<file path="src/logic/addr_map_pkg.sv">
/*
  Constants for the address decode and shadow map block: register
  addresses, field positions, reset values and clock divider timing.
  Assumes a single core clock and word-wide I/O register accesses.
*/
package addr_map_pkg;
  // ==========================================================
  // Register I/O addresses
  localparam logic [15:0] ADDR_RANGE0     = 16'h0028;
  localparam logic [15:0] ADDR_RANGE1     = 16'h002a;
  localparam logic [15:0] ADDR_GRAN_SPEED = 16'h002c;
  localparam logic [15:0] ADDR_SHADOW     = 16'h002e;
  // ==========================================================
  // Range compare register fields: enable, compare data, mask
  localparam int RC_EN_BIT   = 15;
  localparam int RC_DATA_LSB = 8;
  localparam int RC_MASK_LSB = 0;
  localparam int RC_FIELD_W  = 5;
  // ==========================================================
  // Reset values: range 0 enabled at 512K, range 1 disabled
  localparam logic [15:0] RANGE0_RESET = 16'h801f;
  localparam logic [15:0] RANGE1_RESET = 16'h0000;
  localparam logic [15:0] GRAN_RESET   = 16'h0000;
  localparam logic [15:0] SHADOW_RESET = 16'h0000;
  // ==========================================================
  // Granularity and speed control fields
  localparam int FINE_SHADOW_BIT = 0;
  localparam int SPEED_BIT       = 15;
  localparam logic [15:0] GRAN_WRITABLE = 16'h8001;
  // ==========================================================
  // Shadow block register fields
  localparam int SHADOW_EN_LSB = 8;
  localparam int PROTECT_LSB   = 0;
  localparam int BLOCKS        = 8;
  // ==========================================================
  // Peripheral clock and cycle timing
  localparam int T_STATES_SLOW_DIV = 6;
  localparam int T_STATES_FAST_DIV = 8;
  localparam int SWITCH_WAIT_MAX   = 20;
  localparam logic [4:0] SWITCH_WAIT = 5'h04;
endpackage

</file>
<file path="src/logic/addr_decode_shadow.sv">
/*
  Address decode and shadow map: local range compare, granularity and
  speed control, 32K shadow blocks, ROM selects, first megabyte select
  and on-board memory indication.
  Assumes the memory configuration register lives elsewhere and drives
  the lock and configuration bits; I/O strobes are held through the ready cycle.
*/
`timescale 1ns/1ns
`default_nettype none
module addr_decode_shadow (
  input  wire logic        core_clk_i,           // 20 MHz clock.
  input  wire logic        sys_rst_i,            // Synchronous reset.
  input  wire logic [15:0] io_addr_i,            // I/O register address.
  input  wire logic [15:0] io_wdata_i,           // I/O write data.
  input  wire logic        io_wr_i,              // I/O write strobe.
  input  wire logic        io_rd_i,              // I/O read strobe.
  output logic      [15:0] io_rdata_o,           // I/O read data.
  output logic             io_hit_o,             // Address is a register here.
  output logic             processor_ready_out_o,// Register cycle ready.
  input  wire logic [23:0] mem_addr_i,           // Cycle address.
  input  wire logic        mem_io_i,             // High for memory cycle.
  input  wire logic        mem_wr_i,             // High for write cycle.
  input  wire logic        cycle_start_i,        // Cycle valid strobe.
  input  wire logic        lock_i,               // Configuration lock.
  input  wire logic        bios_shadow_bit_i,    // BIOS shadow enabled.
  input  wire logic        adapter_shadow_bit_i, // Adapter shadow enabled.
  input  wire logic        video_shadow_bit_i,   // Video area shadowed.
  input  wire logic        rom_size_bit_i,       // High for 512K ROM.
  input  wire logic        base_memory_size_bit_i,// High for 640K base.
  output logic             rom_select_low_n_o,   // Low ROM select.
  output logic             rom_select_high_n_o,  // High ROM select.
  output logic             first_megabyte_select_o,// Lower megabyte.
  output logic             onboard_memory_hit_o, // Local DRAM access.
  output logic             offboard_status_0_n_o,// Off-board status 0.
  output logic             offboard_status_1_n_o,// Off-board status 1.
  output logic             offboard_memory_or_io_o,// Off-board M/IO.
  output logic             write_blocked_o,      // Write to protected block.
  output logic             speed_select_o,       // Current speed select.
  output logic [3:0]       t_states_o,           // Non-turbo T-states.
  output logic             pclk_o,               // Peripheral clock.
  output logic             pclk_en_o             // Peripheral clock enable.
);
  typedef enum logic [2:0] {
    IDLE   = 3'b001,
    SWITCH = 3'b010,
    READY  = 3'b100
  } rdy_state_t;

  logic [15:0] local_range_compare_0;
  logic [15:0] local_range_compare_1;
  logic [15:0] granularity_speed_control;
  logic [15:0] shadow_block_protect;
  rdy_state_t  rdy_state;
  logic [4:0]  wait_cnt;
  logic        unlocked;
  logic        fine_shadow_select;
  logic        speed_select;
  logic [7:0]  block_shadow_enable_bits;
  logic [7:0]  block_write_protect_bits;
  logic        sel_r0;
  logic        sel_r1;
  logic        sel_gs;
  logic        sel_sh;
  logic        speed_change;
  logic        range_hit;
  logic        in_low_meg;
  logic        in_bios_lo;
  logic        in_bios_hi;
  logic        in_adapter;
  logic        in_video;
  logic        in_base_gap;
  logic [1:0]  blk;
  logic        area_shadowed;
  logic        area_protected;
  logic        local_hit;
  logic        rom_lo_dec;
  logic        rom_hi_dec;
  logic        lock_seen;

  // Lock is sticky: once seen it holds until system reset.
  always_ff @(posedge core_clk_i) begin
    if (sys_rst_i) begin
      lock_seen <= 1'b0;
    end else if (lock_i) begin
      lock_seen <= 1'b1;
    end
  end
  assign unlocked = !lock_i && !lock_seen;
  assign fine_shadow_select       = granularity_speed_control[addr_map_pkg::FINE_SHADOW_BIT];
  assign speed_select             = granularity_speed_control[addr_map_pkg::SPEED_BIT];
  assign block_shadow_enable_bits = shadow_block_protect[addr_map_pkg::SHADOW_EN_LSB +: 8];
  assign block_write_protect_bits = shadow_block_protect[addr_map_pkg::PROTECT_LSB +: 8];

  // ==========================================================
  // Register decode
  assign sel_r0 = unlocked && io_addr_i == addr_map_pkg::ADDR_RANGE0;
  assign sel_r1 = unlocked && io_addr_i == addr_map_pkg::ADDR_RANGE1;
  assign sel_gs = unlocked && io_addr_i == addr_map_pkg::ADDR_GRAN_SPEED;
  assign sel_sh = unlocked && io_addr_i == addr_map_pkg::ADDR_SHADOW;
  assign io_hit_o = sel_r0 || sel_r1 || sel_gs || sel_sh;
  assign speed_change = io_wr_i && sel_gs && rdy_state == IDLE &&
                        io_wdata_i[addr_map_pkg::SPEED_BIT] != speed_select;

  always_ff @(posedge core_clk_i) begin
    if (sys_rst_i) begin
      local_range_compare_0 <= addr_map_pkg::RANGE0_RESET;
      local_range_compare_1 <= addr_map_pkg::RANGE1_RESET;
    end else if (io_wr_i && rdy_state == IDLE) begin
      if (sel_r0) begin
        local_range_compare_0 <= io_wdata_i;
      end
      if (sel_r1) begin
        local_range_compare_1 <= io_wdata_i;
      end
    end
  end

  always_ff @(posedge core_clk_i) begin
    if (sys_rst_i) begin
      granularity_speed_control <= addr_map_pkg::GRAN_RESET;
      shadow_block_protect      <= addr_map_pkg::SHADOW_RESET;
    end else if (io_wr_i && rdy_state == IDLE) begin
      if (sel_gs) begin
        granularity_speed_control <= io_wdata_i & addr_map_pkg::GRAN_WRITABLE;
      end
      if (sel_sh) begin
        shadow_block_protect <= io_wdata_i;
      end
    end
  end

  always_ff @(posedge core_clk_i) begin
    if (sys_rst_i) begin
      io_rdata_o <= 16'h0000;
    end else if (io_rd_i) begin
      io_rdata_o <= sel_r0 ? local_range_compare_0 :
                    sel_r1 ? local_range_compare_1 :
                    sel_gs ? granularity_speed_control :
                    sel_sh ? shadow_block_protect : 16'h0000;
    end
  end

  // ==========================================================
  // Ready: speed changes hold ready until the divider has switched.
  always_ff @(posedge core_clk_i) begin
    if (sys_rst_i) begin
      rdy_state <= IDLE;
      wait_cnt  <= 5'h00;
    end else begin
      case (rdy_state)
        IDLE: begin
          wait_cnt <= 5'h00;
          if (speed_change) begin
            rdy_state <= SWITCH;
          end else if ((io_wr_i || io_rd_i) && io_hit_o) begin
            rdy_state <= READY;
          end
        end
        SWITCH: begin
          wait_cnt <= wait_cnt + 5'h01;
          if (wait_cnt == addr_map_pkg::SWITCH_WAIT) begin
            rdy_state <= READY;
          end
        end
        READY: rdy_state <= IDLE;
        default: rdy_state <= IDLE;
      endcase
    end
  end
  assign processor_ready_out_o = rdy_state == READY;

  pclk_divider u_div (
    .core_clk_i (core_clk_i),
    .sys_rst_i  (sys_rst_i),
    .div_25_i   (speed_select),
    .pclk_en_o  (pclk_en_o),
    .pclk_o     (pclk_o)
  );
  assign speed_select_o = speed_select;
  assign t_states_o = speed_select ? 4'(addr_map_pkg::T_STATES_FAST_DIV) :
                                     4'(addr_map_pkg::T_STATES_SLOW_DIV);

  // ==========================================================
  // Local range compare
  function automatic logic range_match(input logic [15:0] r, input logic [23:0] a);
    logic [4:0] d;
    logic [4:0] m;
    d = r[addr_map_pkg::RC_DATA_LSB +: 5];
    m = r[addr_map_pkg::RC_MASK_LSB +: 5];
    range_match = r[addr_map_pkg::RC_EN_BIT] && (((a[23:19] ^ d) & m) == 5'h00);
  endfunction

  assign range_hit = range_match(local_range_compare_0, mem_addr_i) ||
                     range_match(local_range_compare_1, mem_addr_i);

  // ==========================================================
  // Area classification below one megabyte and in the top 128K ROM area
  assign in_low_meg  = mem_addr_i[23:20] == 4'h0;
  assign in_base_gap = in_low_meg && mem_addr_i[19:17] == 3'h4;
  assign in_video    = in_low_meg && mem_addr_i[19:17] == 3'h5;
  assign in_adapter  = in_low_meg && mem_addr_i[19:17] == 3'h6;
  assign in_bios_lo  = in_low_meg && mem_addr_i[19:17] == 3'h7;
  assign in_bios_hi  = mem_addr_i[23:17] == 7'h7f;
  assign blk = mem_addr_i[16:15];

  always_comb begin
    area_shadowed  = 1'b0;
    area_protected = 1'b0;
    if (in_adapter || in_bios_lo) begin
      if (fine_shadow_select) begin
        area_shadowed = (in_adapter ? adapter_shadow_bit_i : bios_shadow_bit_i) &&
                        block_shadow_enable_bits[{in_bios_lo, blk}];
        area_protected = block_write_protect_bits[{in_bios_lo, blk}];
      end else begin
        area_shadowed = in_adapter ? adapter_shadow_bit_i : bios_shadow_bit_i;
      end
    end
  end

  always_comb begin
    local_hit = mem_io_i && range_hit;
    if ((in_base_gap && !base_memory_size_bit_i) ||
        (in_video && !video_shadow_bit_i) ||
        ((in_adapter || in_bios_lo) && !area_shadowed)) begin
      local_hit = 1'b0;
    end
  end

  assign write_blocked_o = cycle_start_i && local_hit && mem_wr_i && area_protected;

  // ==========================================================
  // ROM selects
  assign rom_lo_dec = mem_io_i && ((in_bios_lo && !bios_shadow_bit_i) || in_bios_hi);
  assign rom_hi_dec = mem_io_i && ((in_bios_lo && !bios_shadow_bit_i) || in_bios_hi);

  always_ff @(posedge core_clk_i) begin
    if (sys_rst_i) begin
      rom_select_low_n_o  <= 1'b1;
      rom_select_high_n_o <= 1'b1;
    end else if (rom_size_bit_i) begin
      rom_select_low_n_o  <= 1'b1;
      rom_select_high_n_o <= !rom_hi_dec;
    end else begin
      rom_select_low_n_o  <= !(rom_lo_dec && !mem_addr_i[16]);
      rom_select_high_n_o <= !(rom_lo_dec && mem_addr_i[16]);
    end
  end

  // ==========================================================
  // Cycle outputs
  always_ff @(posedge core_clk_i) begin
    if (sys_rst_i) begin
      first_megabyte_select_o <= 1'b0;
      onboard_memory_hit_o    <= 1'b0;
      offboard_status_0_n_o   <= 1'b1;
      offboard_status_1_n_o   <= 1'b1;
      offboard_memory_or_io_o <= 1'b0;
    end else begin
      first_megabyte_select_o <= mem_io_i && in_low_meg;
      onboard_memory_hit_o    <= local_hit;
      offboard_status_0_n_o   <= !(cycle_start_i && !local_hit && mem_wr_i);
      offboard_status_1_n_o   <= !(cycle_start_i && !local_hit && !mem_wr_i);
      offboard_memory_or_io_o <= mem_io_i;
    end
  end

  // ==========================================================
  // Checks
  AST_RESET_RANGE: assert property (@(posedge core_clk_i)
    $fell(sys_rst_i) |-> local_range_compare_0 == addr_map_pkg::RANGE0_RESET &&
    !local_range_compare_1[addr_map_pkg::RC_EN_BIT])
    else $error("range reset values wrong");
  AST_LOCKED: assert property (@(posedge core_clk_i) disable iff (sys_rst_i)
    !unlocked && io_wr_i |=> $stable(local_range_compare_0) &&
    $stable(granularity_speed_control) && $stable(shadow_block_protect))
    else $error("write landed while locked");
  AST_NO_RANGE: assert property (@(posedge core_clk_i) disable iff (sys_rst_i)
    !local_range_compare_0[15] && !local_range_compare_1[15] |=> !onboard_memory_hit_o)
    else $error("local hit with both ranges off");
  AST_SPEED_READY: assert property (@(posedge core_clk_i) disable iff (sys_rst_i)
    speed_change |-> ##[1:21] processor_ready_out_o)
    else $error("speed switch ready too late");
  AST_ROM512: assert property (@(posedge core_clk_i) disable iff (sys_rst_i)
    rom_size_bit_i |=> rom_select_low_n_o)
    else $error("low ROM select active at 512K");
  AST_IO_MEG: assert property (@(posedge core_clk_i) disable iff (sys_rst_i)
    !mem_io_i |=> !first_megabyte_select_o)
    else $error("megabyte select on I/O");
  AST_TSTATES: assert property (@(posedge core_clk_i) disable iff (sys_rst_i)
    !speed_select |-> t_states_o == 4'h6)
    else $error("slow T-states wrong");
  AST_GRAN_MASK: assert property (@(posedge core_clk_i) disable iff (sys_rst_i)
    (granularity_speed_control & 16'h7ffe) == 16'h0000)
    else $error("reserved granularity bits set");
  AST_LOCK_READ: assert property (@(posedge core_clk_i) disable iff (sys_rst_i)
    !unlocked && io_rd_i |=> io_rdata_o == 16'h0000)
    else $error("locked register read returned data");
  AST_READY_PULSE: assert property (@(posedge core_clk_i) disable iff (sys_rst_i)
    processor_ready_out_o |=> !processor_ready_out_o)
    else $error("ready held longer than one cycle");
  AST_BIOS_SUPPRESS: assert property (@(posedge core_clk_i) disable iff (sys_rst_i)
    mem_io_i && in_bios_lo && bios_shadow_bit_i |=> rom_select_low_n_o && rom_select_high_n_o)
    else $error("ROM select active in shadowed BIOS range");
  AST_TOP_ROM256: assert property (@(posedge core_clk_i) disable iff (sys_rst_i)
    mem_io_i && in_bios_hi && !rom_size_bit_i |=> rom_select_low_n_o != rom_select_high_n_o)
    else $error("top ROM range not decoded by exactly one select");
  AST_LOCAL_STATUS: assert property (@(posedge core_clk_i) disable iff (sys_rst_i)
    cycle_start_i && local_hit |=> onboard_memory_hit_o && offboard_status_0_n_o &&
    offboard_status_1_n_o)
    else $error("local cycle drove off-board status");
  AST_COARSE_WP: assert property (@(posedge core_clk_i) disable iff (sys_rst_i)
    !fine_shadow_select |-> !write_blocked_o)
    else $error("block protect applied in coarse mode");
  AST_IO_LOCAL: assert property (@(posedge core_clk_i) disable iff (sys_rst_i)
    !mem_io_i |=> !onboard_memory_hit_o)
    else $error("on-board hit on I/O cycle");
  COV_SPEED: cover property (@(posedge core_clk_i) speed_change ##[1:21] processor_ready_out_o);
  COV_LOCAL: cover property (@(posedge core_clk_i) onboard_memory_hit_o);
  COV_PROT: cover property (@(posedge core_clk_i) write_blocked_o);
  COV_LOCKED: cover property (@(posedge core_clk_i) !unlocked && io_wr_i);
  COV_ROM512: cover property (@(posedge core_clk_i) rom_size_bit_i && !rom_select_high_n_o);
endmodule
`default_nettype wire

</file>
<file path="src/logic/pclk_divider.sv">
/*
  Peripheral clock enable generator: divides the oscillator clock by 2
  or by 2.5 (five cycles per two pulses modelled as 2,3 pattern).
  Assumes the oscillator rate is the core clock.
*/
`timescale 1ns/1ns
`default_nettype none
module pclk_divider (
  input  wire logic core_clk_i,   // Oscillator clock.
  input  wire logic sys_rst_i,    // Synchronous reset.
  input  wire logic div_25_i,     // High selects divide by 2.5.
  output logic      pclk_en_o,    // Peripheral clock enable pulse.
  output logic      pclk_o        // Peripheral clock level.
);
  logic [2:0] phase;
  logic [2:0] limit;
  logic       mode;

  assign limit = mode ? 3'h4 : 3'h1;

  // ==========================================================
  // Phase counter, mode only changes at a period boundary.
  always_ff @(posedge core_clk_i) begin
    if (sys_rst_i) begin
      phase <= 3'h0;
      mode  <= 1'b0;
    end else if (phase >= limit) begin
      phase <= 3'h0;
      mode  <= div_25_i;
    end else begin
      phase <= phase + 3'h1;
    end
  end

  always_ff @(posedge core_clk_i) begin
    if (sys_rst_i) begin
      pclk_o    <= 1'b0;
      pclk_en_o <= 1'b0;
    end else begin
      pclk_en_o <= (phase >= limit) || (mode && phase == 3'h1);
      pclk_o    <= mode ? (phase < 3'h2) : (phase == 3'h0);
    end
  end
endmodule
`default_nettype wire
</file>
<file path="config.mk">
export PLATFORM = sky130hd
export DESIGN_NAME = addr_decode_shadow
export DESIGN_NICKNAME = d
export VERILOG_FILES = /design/src/logic/addr_map_pkg.sv /design/src/logic/addr_decode_shadow.sv /design/src/logic/pclk_divider.sv
export SDC_FILE = /design/constraint.sdc
export NUM_CORES = 1
export LEC_CHECK = 0
export BUFFER_PORTS_ARGS = -buffer_cell sky130_fd_sc_hd__buf_4
export CAP_MARGIN = 20
export CORE_MARGIN = 5
export CORE_UTILIZATION = 48
export DETAILED_ROUTE_END_ITERATION = 6
export PLACE_DENSITY = 0.79
export SETUP_SLACK_MARGIN = 0.2
export SLEW_MARGIN = 20
export SYNTH_ARGS = -nofsm -noshare
export SYNTH_HDL_FRONTEND = slang
export SYNTH_HIERARCHICAL = 1
export SYNTH_SLANG_ARGS = --single-unit
</file>
<file path="constraint.sdc">
create_clock -name core_clk_i -period 1.9 [get_ports core_clk_i]
set_clock_uncertainty 0.15 [all_clocks]
set_input_delay 0.095 -clock core_clk_i [delete_from_list [all_inputs] [get_ports core_clk_i]]
set_output_delay 0.095 -clock core_clk_i [all_outputs]
set_load 0.05 [all_outputs]
</file>
Word-level counts from Yosys, hierarchy flattened
Cells that the tools add are included.
- register bits after elaboration: 88
- bits in latches: 0
- RAM bits: 0
- ROM bits: 0
- input port bits: 69
- logic and storage cells: 137
- memories kept: 0
- add/sub/neg operators: 2
- $mul: 0
- divide/modulo/power cells: 0
- magnitude comparators: 3
- eq/ne operators: 17
- shifts and indexed selects: 0
- multiplexer cells: 23
- bitwise gates (word level): 4
- reduce and logical (&&, ||, !) cells: 69
- operator list (cell ; number):
    16-bit by 6-bit == test with 1-bit output (second input constant) ; 4
    16-bit two-way mux ; 4
    1-bit logical AND ; 33
    3-bit == test (second input constant) ; 5
    1-bit logical NOT ; 14
    3-bit two-way mux ; 4
    5-bit bitwise AND ; 2
    5-bit logical NOT ; 2
    1-bit logical OR ; 10
    1-bit two-way mux ; 10
    5-bit case mux with 2 select lines ; 1
    2-bit AND reduction ; 5
    5-bit bitwise XOR ; 2
    7-bit == test (second input constant) ; 1
    1-bit binary-select mux with 3-bit select ; 2
    3-bit by 1-bit == test with 1-bit output (second input constant) ; 2
    3-bit case mux with 2 select lines ; 1
    5-bit by 1-bit adder with 5-bit output (second input constant) ; 1
    5-bit by 3-bit == test with 1-bit output (second input constant) ; 1
    4-bit logical NOT ; 1
    3-bit by 4-bit < comparator with 1-bit output (second input constant) ; 1
    4-bit two-way mux ; 1
    2-bit OR reduction ; 2
    3-bit by 1-bit adder with 3-bit output (second input constant) ; 1
    other kinds (8) ; 8

Longest topological paths before layout
Gate-level depths: netlist of the first run.
- depth after elaboration: 15
- depth in mapped cells: 7
- gate-level depth less buffers: 5

By module
The synthesis of the first run kept the hierarchy.
- by module, submodules not included (module ; instances ; cells an instance ; area an instance (sq um) ; sequential area each (sq um)):
    addr_decode_shadow ; 1 ; 435 ; 3858.7 ; 1641.6
    pclk_divider ; 1 ; 28 ; 302.8 ; 120.1

Worst setup path before layout of the first run
Ideal clock, no wire load.
- kind: register to output
- from: register local_range_compare_0[12]
- to: output write_blocked_o
- data arrival time: 3.518 ns
- data required time: 1.655 ns
- path slack: -1.863 ns
- stages on the path, launching flop included: 6
- path through: dfxtp_1 > xor2_1 > a22oi_1 > nand4_1 > a211o_1 > a2111oi_0
- cells in the longest elaborated chain, start to end: 10
- ends and longest elaborated chain (what ; RTL line ; RTL):
    from (decl) ; addr_decode_shadow.sv:49 ; logic [15:0] local_range_compare_0;
    from (signal assigned) ; addr_decode_shadow.sv:106 ; local_range_compare_0 <= addr_map_pkg::RANGE0_RESET;
    from (signal assigned) ; addr_decode_shadow.sv:110 ; local_range_compare_0 <= io_wdata_i;
    5-bit bitwise XOR ; addr_decode_shadow.sv:190 ; range_match = r[addr_map_pkg::RC_EN_BIT] && (((a[23:19] ^ d) & m) == 5'h00);
    5-bit bitwise AND ; addr_decode_shadow.sv:190 ;
    5-bit logical NOT ; addr_decode_shadow.sv:190 ;
    1-bit logical AND ; addr_decode_shadow.sv:190 ;
    1-bit logical OR ; addr_decode_shadow.sv:193 ; assign range_hit = range_match(local_range_compare_0, mem_addr_i) ||
    1-bit logical AND ; addr_decode_shadow.sv:221 ; local_hit = mem_io_i && range_hit;
    1-bit two-way mux ; addr_decode_shadow.sv:222 ; if ((in_base_gap && !base_memory_size_bit_i) ||
    1-bit logical AND (3 in series) ; addr_decode_shadow.sv:229 ; assign write_blocked_o = cycle_start_i && local_hit && mem_wr_i && area_protected;
    to (decl) ; addr_decode_shadow.sv:37 ; output logic write_blocked_o,
No other way between the ends.

Worst setup path after layout of the first run
- from: register local_range_compare_0[8]
- to: output write_blocked_o
Same word-level chain as after synthesis.

==> impl_metrics.tcl, run 1 <==
set metrics [dict create \
    path_class "flip-flop to output port" \
    cts_max_path_buffers 2 \
    r2r_start "local_range_compare_0[8]" \
    syn_area_um2 4161 \
    synth.top_cells.by_area "dfxtp_1, nand2_1, a21oi_1, mux2i_1, mux2_2" \
    rows 34 \
    peakVddDrop_mv 0.3813 \
    cp.arrival_ns 2.15 \
    cts_sinks 88 \
    synth_top_area_cell "dfxtp_1" \
    drt-total-wl_um 17000 \
    grt_pass1_wl_um 21760 \
    antenna_found_initial 0 \
    grt_pass1_vias 4303 \
    ys.warnings.count 6 \
    drc 0 \
    top_layer "met4" \
    crit_start "local_range_compare_0[8]" \
    finalHoldViolCount 0 \
    final_nets 696 \
    rsz0062_at_grt "yes" \
    crit_path_end_kind "output port" \
    syn_nets 539 \
    grt.total_usage_pct 26.90 \
    final_core_util_pct 78.60 \
    antenna_left 0 \
    dpl-instance-area_um2 5077 \
    slowest_delay_ns 0.38 \
    final-setup-viol-count 74 \
    met3_length_um 1565 \
    worst_slack_ns -0.4961 \
    ys_async_sr_fraction_pct 0 \
    syn_to_final_growth_pct 62.30 \
    cts.clk_slew.worst_paths_ns 0.10 \
    chipWidth_um 103.1 \
    m1WireLength_um 5899 \
    grt_max_degree 44 \
    slowest_stage "dfxtp_1" \
    drt_first_pass_iters 5 \
    mostFrequentLayoutCell "buf_4" \
    slew_headroom_pct 60.03 \
    diodes 0 \
    crit_family "compound AO/OA/AOI/OAI gates" \
    cts_inserted_buffers 9 \
    start_kind "flip-flop" \
    cp_cell_sequence "xor2_1, a22oi_1, nand4_1, a211o_1, a2111oi_4, buf_6" \
    clkLatencyLatePin_ns 0.38 \
    setup-tns-final_ns -15.16 \
    cts_tree "built" \
    power_density_nw_per_um2 641.4 \
    overflow 0 \
    path_buf_inv 1 \
    timing.fmax_mhz 417.3 \
    avgRoutedWirePerCell_um 23.19 \
    final_area_um2 6754 \
    h-tree-depth 3 \
    leakage_nw 2.644 \
    io_buffers 85 \
    vias 4591 \
    clockRootBuffer "clkbuf_8" \
    worstMarginPinSlew_ns 0.5995 \
    synth_cell_types 53 \
    synth_seq_cells 88 \
    path_max_fanout 3 \
    run_status "finished, violations left" \
    holdCritStartpoint "mem_addr_i[19]" \
    met2WireLength_um 8476 \
    layout_min_cycle_time_ns 2.396 \
    drv_slew 0 \
    synth.top_cell.area_share_pct 42.33 \
    synth_edf_count 0 \
    core_um2 8593 \
    ys_seq_area_share_pct 42.33 \
    synthFlopType "dfxtp_1" \
    hold_class "input port to flip-flop" \
    gp_congestion 0.9183 \
    final_layout_size_suffix_gt1_share_pct 56.16 \
    filler_cell_count 443 \
    drt_iter0_markers 454 \
    place_ws_ns -0.1081 \
    drv_cap 0 \
    postSynthAreaPerCell_um2 8.988 \
    violations "negative setup slack" \
    vias_per_cell 6.263 \
    dp_hpwl_um 8181 \
    critPathRequiredTime_ns 1.65 \
    timing.final.crit_share_pct 126.1 \
    io_pins 102 \
    final_cell_mix "buf_4, dfxtp_1, nand2_1, nor2_1, nand2_4" \
    synthCells 463 \
    die_area_um2 10630 \
    dieHeight_um 103.1 \
    start_util_pct 48.43 \
]
cell type report:
class / count / area [um2] / area share (%)
Sequential cell: 88 / 1785 / 26.44
Clock inverter: 7 / 102.6 / 1.519
Inverter: 8 / 32.53 / 0.4817
Tap cell: 108 / 135.1 / 2.001
Multi-Input combinational cell: 337 / 2928 / 43.35
Clock buffer: 9 / 123.9 / 1.834
Timing Repair Buffer: 176 / 1647 / 24.38
tightest hold or removal path: cells and delay by family:
family / cells / cell delay, ns
buffers and inverters: 1 / 0.14
AO/OA/AOI/OAI: 2 / 0.23
AND/OR/NAND/NOR: 1 / 0.09
sequential cells by signal, indices dropped and copies added (netlist names):
register	flops
offboard_memory_or_io_o	1
granularity_speed_control	2
u_div/mode	1
io_rdata_o	16
shadow_block_protect	16
onboard_memory_hit_o	1
local_range_compare_0	16
wait_cnt	5
lock_seen	1
first_megabyte_select_o	1
offboard_status_1_n_o	1
local_range_compare_1	16
rom_select_low_n_o	1
u_div/phase	3
offboard_status_0_n_o	1
u_div/pclk_o	1
rom_select_high_n_o	1
rdy_state	3
u_div/pclk_en_o	1
synthesized netlist by cell type (all sizes together), types with 2 or more instances:
cell and number:
nor3b 2, ha 7, or3b 2, nor4b 3
and2b 3, a22oi 6, and2 3, xor2 11
o2111ai 3, or2 2, nor2b 4, mux2i 16
nor4 4, nor2 40, o21bai 2, a21oi 43
a311oi 13, nand3b 3, dfxtp 88, mux4 5
o31ai 2, nand4 7, inv 8, clkbuf 14
or3 3, nor3 7, nand2 102, buf 16
a211o 8, nand3 4, mux2 14, nand2b 7
or4 2
where the power goes:
part	internal, mW	switching (mW)
Combinational	0.380	0.481
Sequential	1.90	0.0324
Clock	0.760	0.779
Total	3.04	1.29
final timing paths:
kind                                                  to  slack [ns]  depth (start not counted)
worst max-delay path                     write_blocked_o       -0.50                          6
worst min-delay path                 rom_select_high_n_o        0.07                          4
worst max register to register      onboard_memory_hit_o       -0.44                         12
worst min register to register  local_range_compare_1[6]        0.33                          2
per-layer routing:
metal	up-vias	GRT usage, %
met5	-	0
met3	113	6.089
met2	337	46.32
li1	1934	-
met4	0	12.65
met1	2207	31.63
through the flow:
stage | instances | power [mW] | hold WS [ns]
global placement | 656 | 2.573 | 0.1310
CTS | 722 | 4.176 | 0.0007928
detailed placement | 656 | 2.597 | 0.1373
finish | 733 | 4.332 | 0.06975
floorplan | 463 | 2.357 | 0.01407
global route | 733 | 4.450 | 0.07065
repair_timing:
| action | in CTS | in global routing |
|---|---|---|
| pin swaps | 34 | 58 |
| buffers inserted | 21 | 11 |
| endpoints found under the hold margin | 60 | 0 |
| hold buffers | 25 | 0 |
| endpoints found under the setup margin | 80 | 80 |
| resized for setup | 116 | 125 |
| gates cloned | 4 | 0 |
logic make-up after synthesis:
logic type / share of synthesized area, %
compound gates: 12.93
xor+xnor: 2.526
fa+ha+maj: 2.105
buf+inv: 4.901
flops: 42.33
mux: 10.34
other cells: 0.09011
simple gates: 24.77
Note: power is estimated with default switching activity, not from simulation.
==> run 2, diff against run 1 <==
Settings changed: HOLD_SLACK_MARGIN from default to 0.1, PLACE_DENSITY 0.79 to 0.76, SETUP_SLACK_MARGIN 0.2 to 0.1.
==> impl_metrics.tcl, run 2 (synthesized netlist as in run 1, its figures left out) <==
set metrics [dict create \
    run_status "finished, violations left" \
    violations "negative setup slack" \
    rsz0062_at_grt "yes" \
    dieHeight_um 103.1 \
    drv_slew 0 \
    drc 0 \
    start_util_pct 48.43 \
    final-setup-viol-count 62 \
    avgRoutedWirePerCell_um 20.05 \
    chipWidth_um 103.1 \
    diodes 0 \
    r2r_cells 7 \
    crit_path_end_kind "output port" \
    p_int_mw 2.905 \
    power_frac_seq_pct 46.8 \
    clockRootBuffer "clkbuf_8" \
    final_cell_mix "buf_4, dfxtp_1, nand2_1, nor2_1, nand2_4" \
    vias 4261 \
    core_um2 8593 \
    dpl-instance-area_um2 5050 \
    finalHoldViolCount 0 \
    cts_max_path_buffers 2 \
    placed_cells 655 \
    worst_slack_ns -0.4000 \
    cts.clk_slew.worst_paths_ns 0.09 \
    io_buffers 85 \
    path_class "flip-flop to output port" \
    overflow 0 \
    antenna_found_initial 0 \
    multiInputGateArea_um2 2888 \
    drt-total-wl_um 14520 \
    final_nets 687 \
    place_ws_ns -0.05186 \
    drv_cap 0 \
    critPathRequiredTime_ns 1.65 \
    cts_sinks 88 \
    dp_hpwl_um 8110 \
    cts_tree "built" \
    mostFrequentLayoutCell "buf_4" \
    cts_inserted_buffers 9 \
    drt_first_pass_iters 5 \
    seqCellArea_um2 1780 \
    setup-tns-final_ns -3.657 \
    grt_pass1_wl_um 19600 \
    syn_to_final_growth_pct 57.64 \
    hold_class "input port to flip-flop" \
    final_layout_size_suffix_gt1_share_pct 51.62 \
    path_max_fanout 3 \
    layout_min_cycle_time_ns 2.300 \
    p_comb_share_pct 20.3 \
    timing.fmax_mhz 434.8 \
    rows 34 \
    drt_iter0_markers 390 \
    antenna_left 0 \
    leakage_nw 2.630 \
    filler_cell_count 488 \
    grt_pass1_vias 4031 \
    cp.arrival_ns 2.06 \
    layoutNonFillerInstCount 724 \
    switching_share_pct 29.77 \
    io_pins 102 \
    peakVddDrop_mv 0.4646 \
    h-tree-depth 3 \
    grt.total_usage_pct 23.99 \
    hold_ws_ns 0.1097 \
    timing.final.crit_share_pct 121.1 \
    slew_headroom_pct 52.10 \
    worstMarginPinSlew_ns 0.7162 \
    final_area_um2 6560 \
    netSwitchingPower_mw 1.232 \
    pwr-share-clk_pct 32.8 \
    power_density_nw_per_um2 630.6 \
    clkLatencyLatePin_ns 0.37 \
    grt_max_degree 38 \
    gp_congestion 0.8727 \
    die_area_um2 10630 \
    hold_path_depth 5 \
    vias_per_cell 5.885 \
    start_kind "flip-flop" \
]
-- run 2: changes by cell type in the layout (fill, tap and decap cells not counted), moves of 2 or more --
| cell | change |
|---|---|
| buf_6 | -17 |
| dlygate4sd3_1 | +7 |
| mux2i_1 | +5 |
| dfxtp_1 | +4 |
| dfxtp_2 | -4 |
| mux2i_2 | -4 |
| dlymetal6s4s_1 | +3 |
| a311oi_1 | +2 |
| a311oi_2 | -2 |
| buf_16 | -2 |
| inv_1 | +2 |
-- run 2: routing by layer --
layer	global-route usage (%)	wire length, um	up-vias
met5	0	0	-
met1	29.61	5498	2047
met2	41.05	7263	253
met3	3.992	1171	52
met4	10.56	586	0
li1	-	-	1909
-- run 2: worst paths after layout --
check,endpoint,from,slack (ns)
max,write_blocked_o,local_range_compare_0[8],-0.40
min reg2reg,local_range_compare_1[7],local_range_compare_1[7],0.33
min,rom_select_low_n_o,sys_rst_i,0.11
max reg2reg,io_rdata_o[9],lock_seen,-0.15
-- run 2: area by class of cell --
| type | count | area share, % |
|---|---|---|
| Timing Repair Buffer | 167 | 23.25 |
| Clock inverter | 7 | 1.183 |
| Clock buffer | 9 | 1.888 |
| Inverter | 8 | 0.4578 |
| Multi-Input combinational cell | 337 | 44.02 |
| Sequential cell | 88 | 27.14 |
| Tap cell | 108 | 2.060 |
-- run 2: power groups by stage --
stage,sequential (mW),clock [mW],combinational [mW]
5_1_grt,1.94,1.46,0.888
3_3_place_gp,1.97,0,0.600
3_5_place_dp,1.97,0,0.618
4_1_cts,1.93,1.35,0.701
2_1_floorplan,2.09,0,0.265
6_report,1.94,1.36,0.841
-- run 2: per-stage QoR --
stage / total power [mW] / utilization, %
2_1_floorplan: 2.354 / -
3_3_place_gp: 2.571 / 58.77
3_5_place_dp: 2.590 / 58.77
4_1_cts: 3.986 / 70.85
5_1_grt: 4.287 / 76.34
6_report: 4.137 / 76.34
-- run 2: critical path: stages (launching register included) --
cell       delay, ns
dfxtp_1         0.36
xor2_1          0.18
a22oi_1         0.21
nand4_1         0.17
a211o_1         0.34
a2111oi_4       0.22
buf_6           0.21
-- run 2: timing repair --
item / CTS / global route
setup buffers: 7 / 9
gates cloned: 3 / 1
gates resized for setup: 105 / 105
pin swaps: 24 / 51
endpoints found under the hold margin: 72 / 0
hold buffers: 35 / 0
endpoints found under the setup margin: 72 / 79
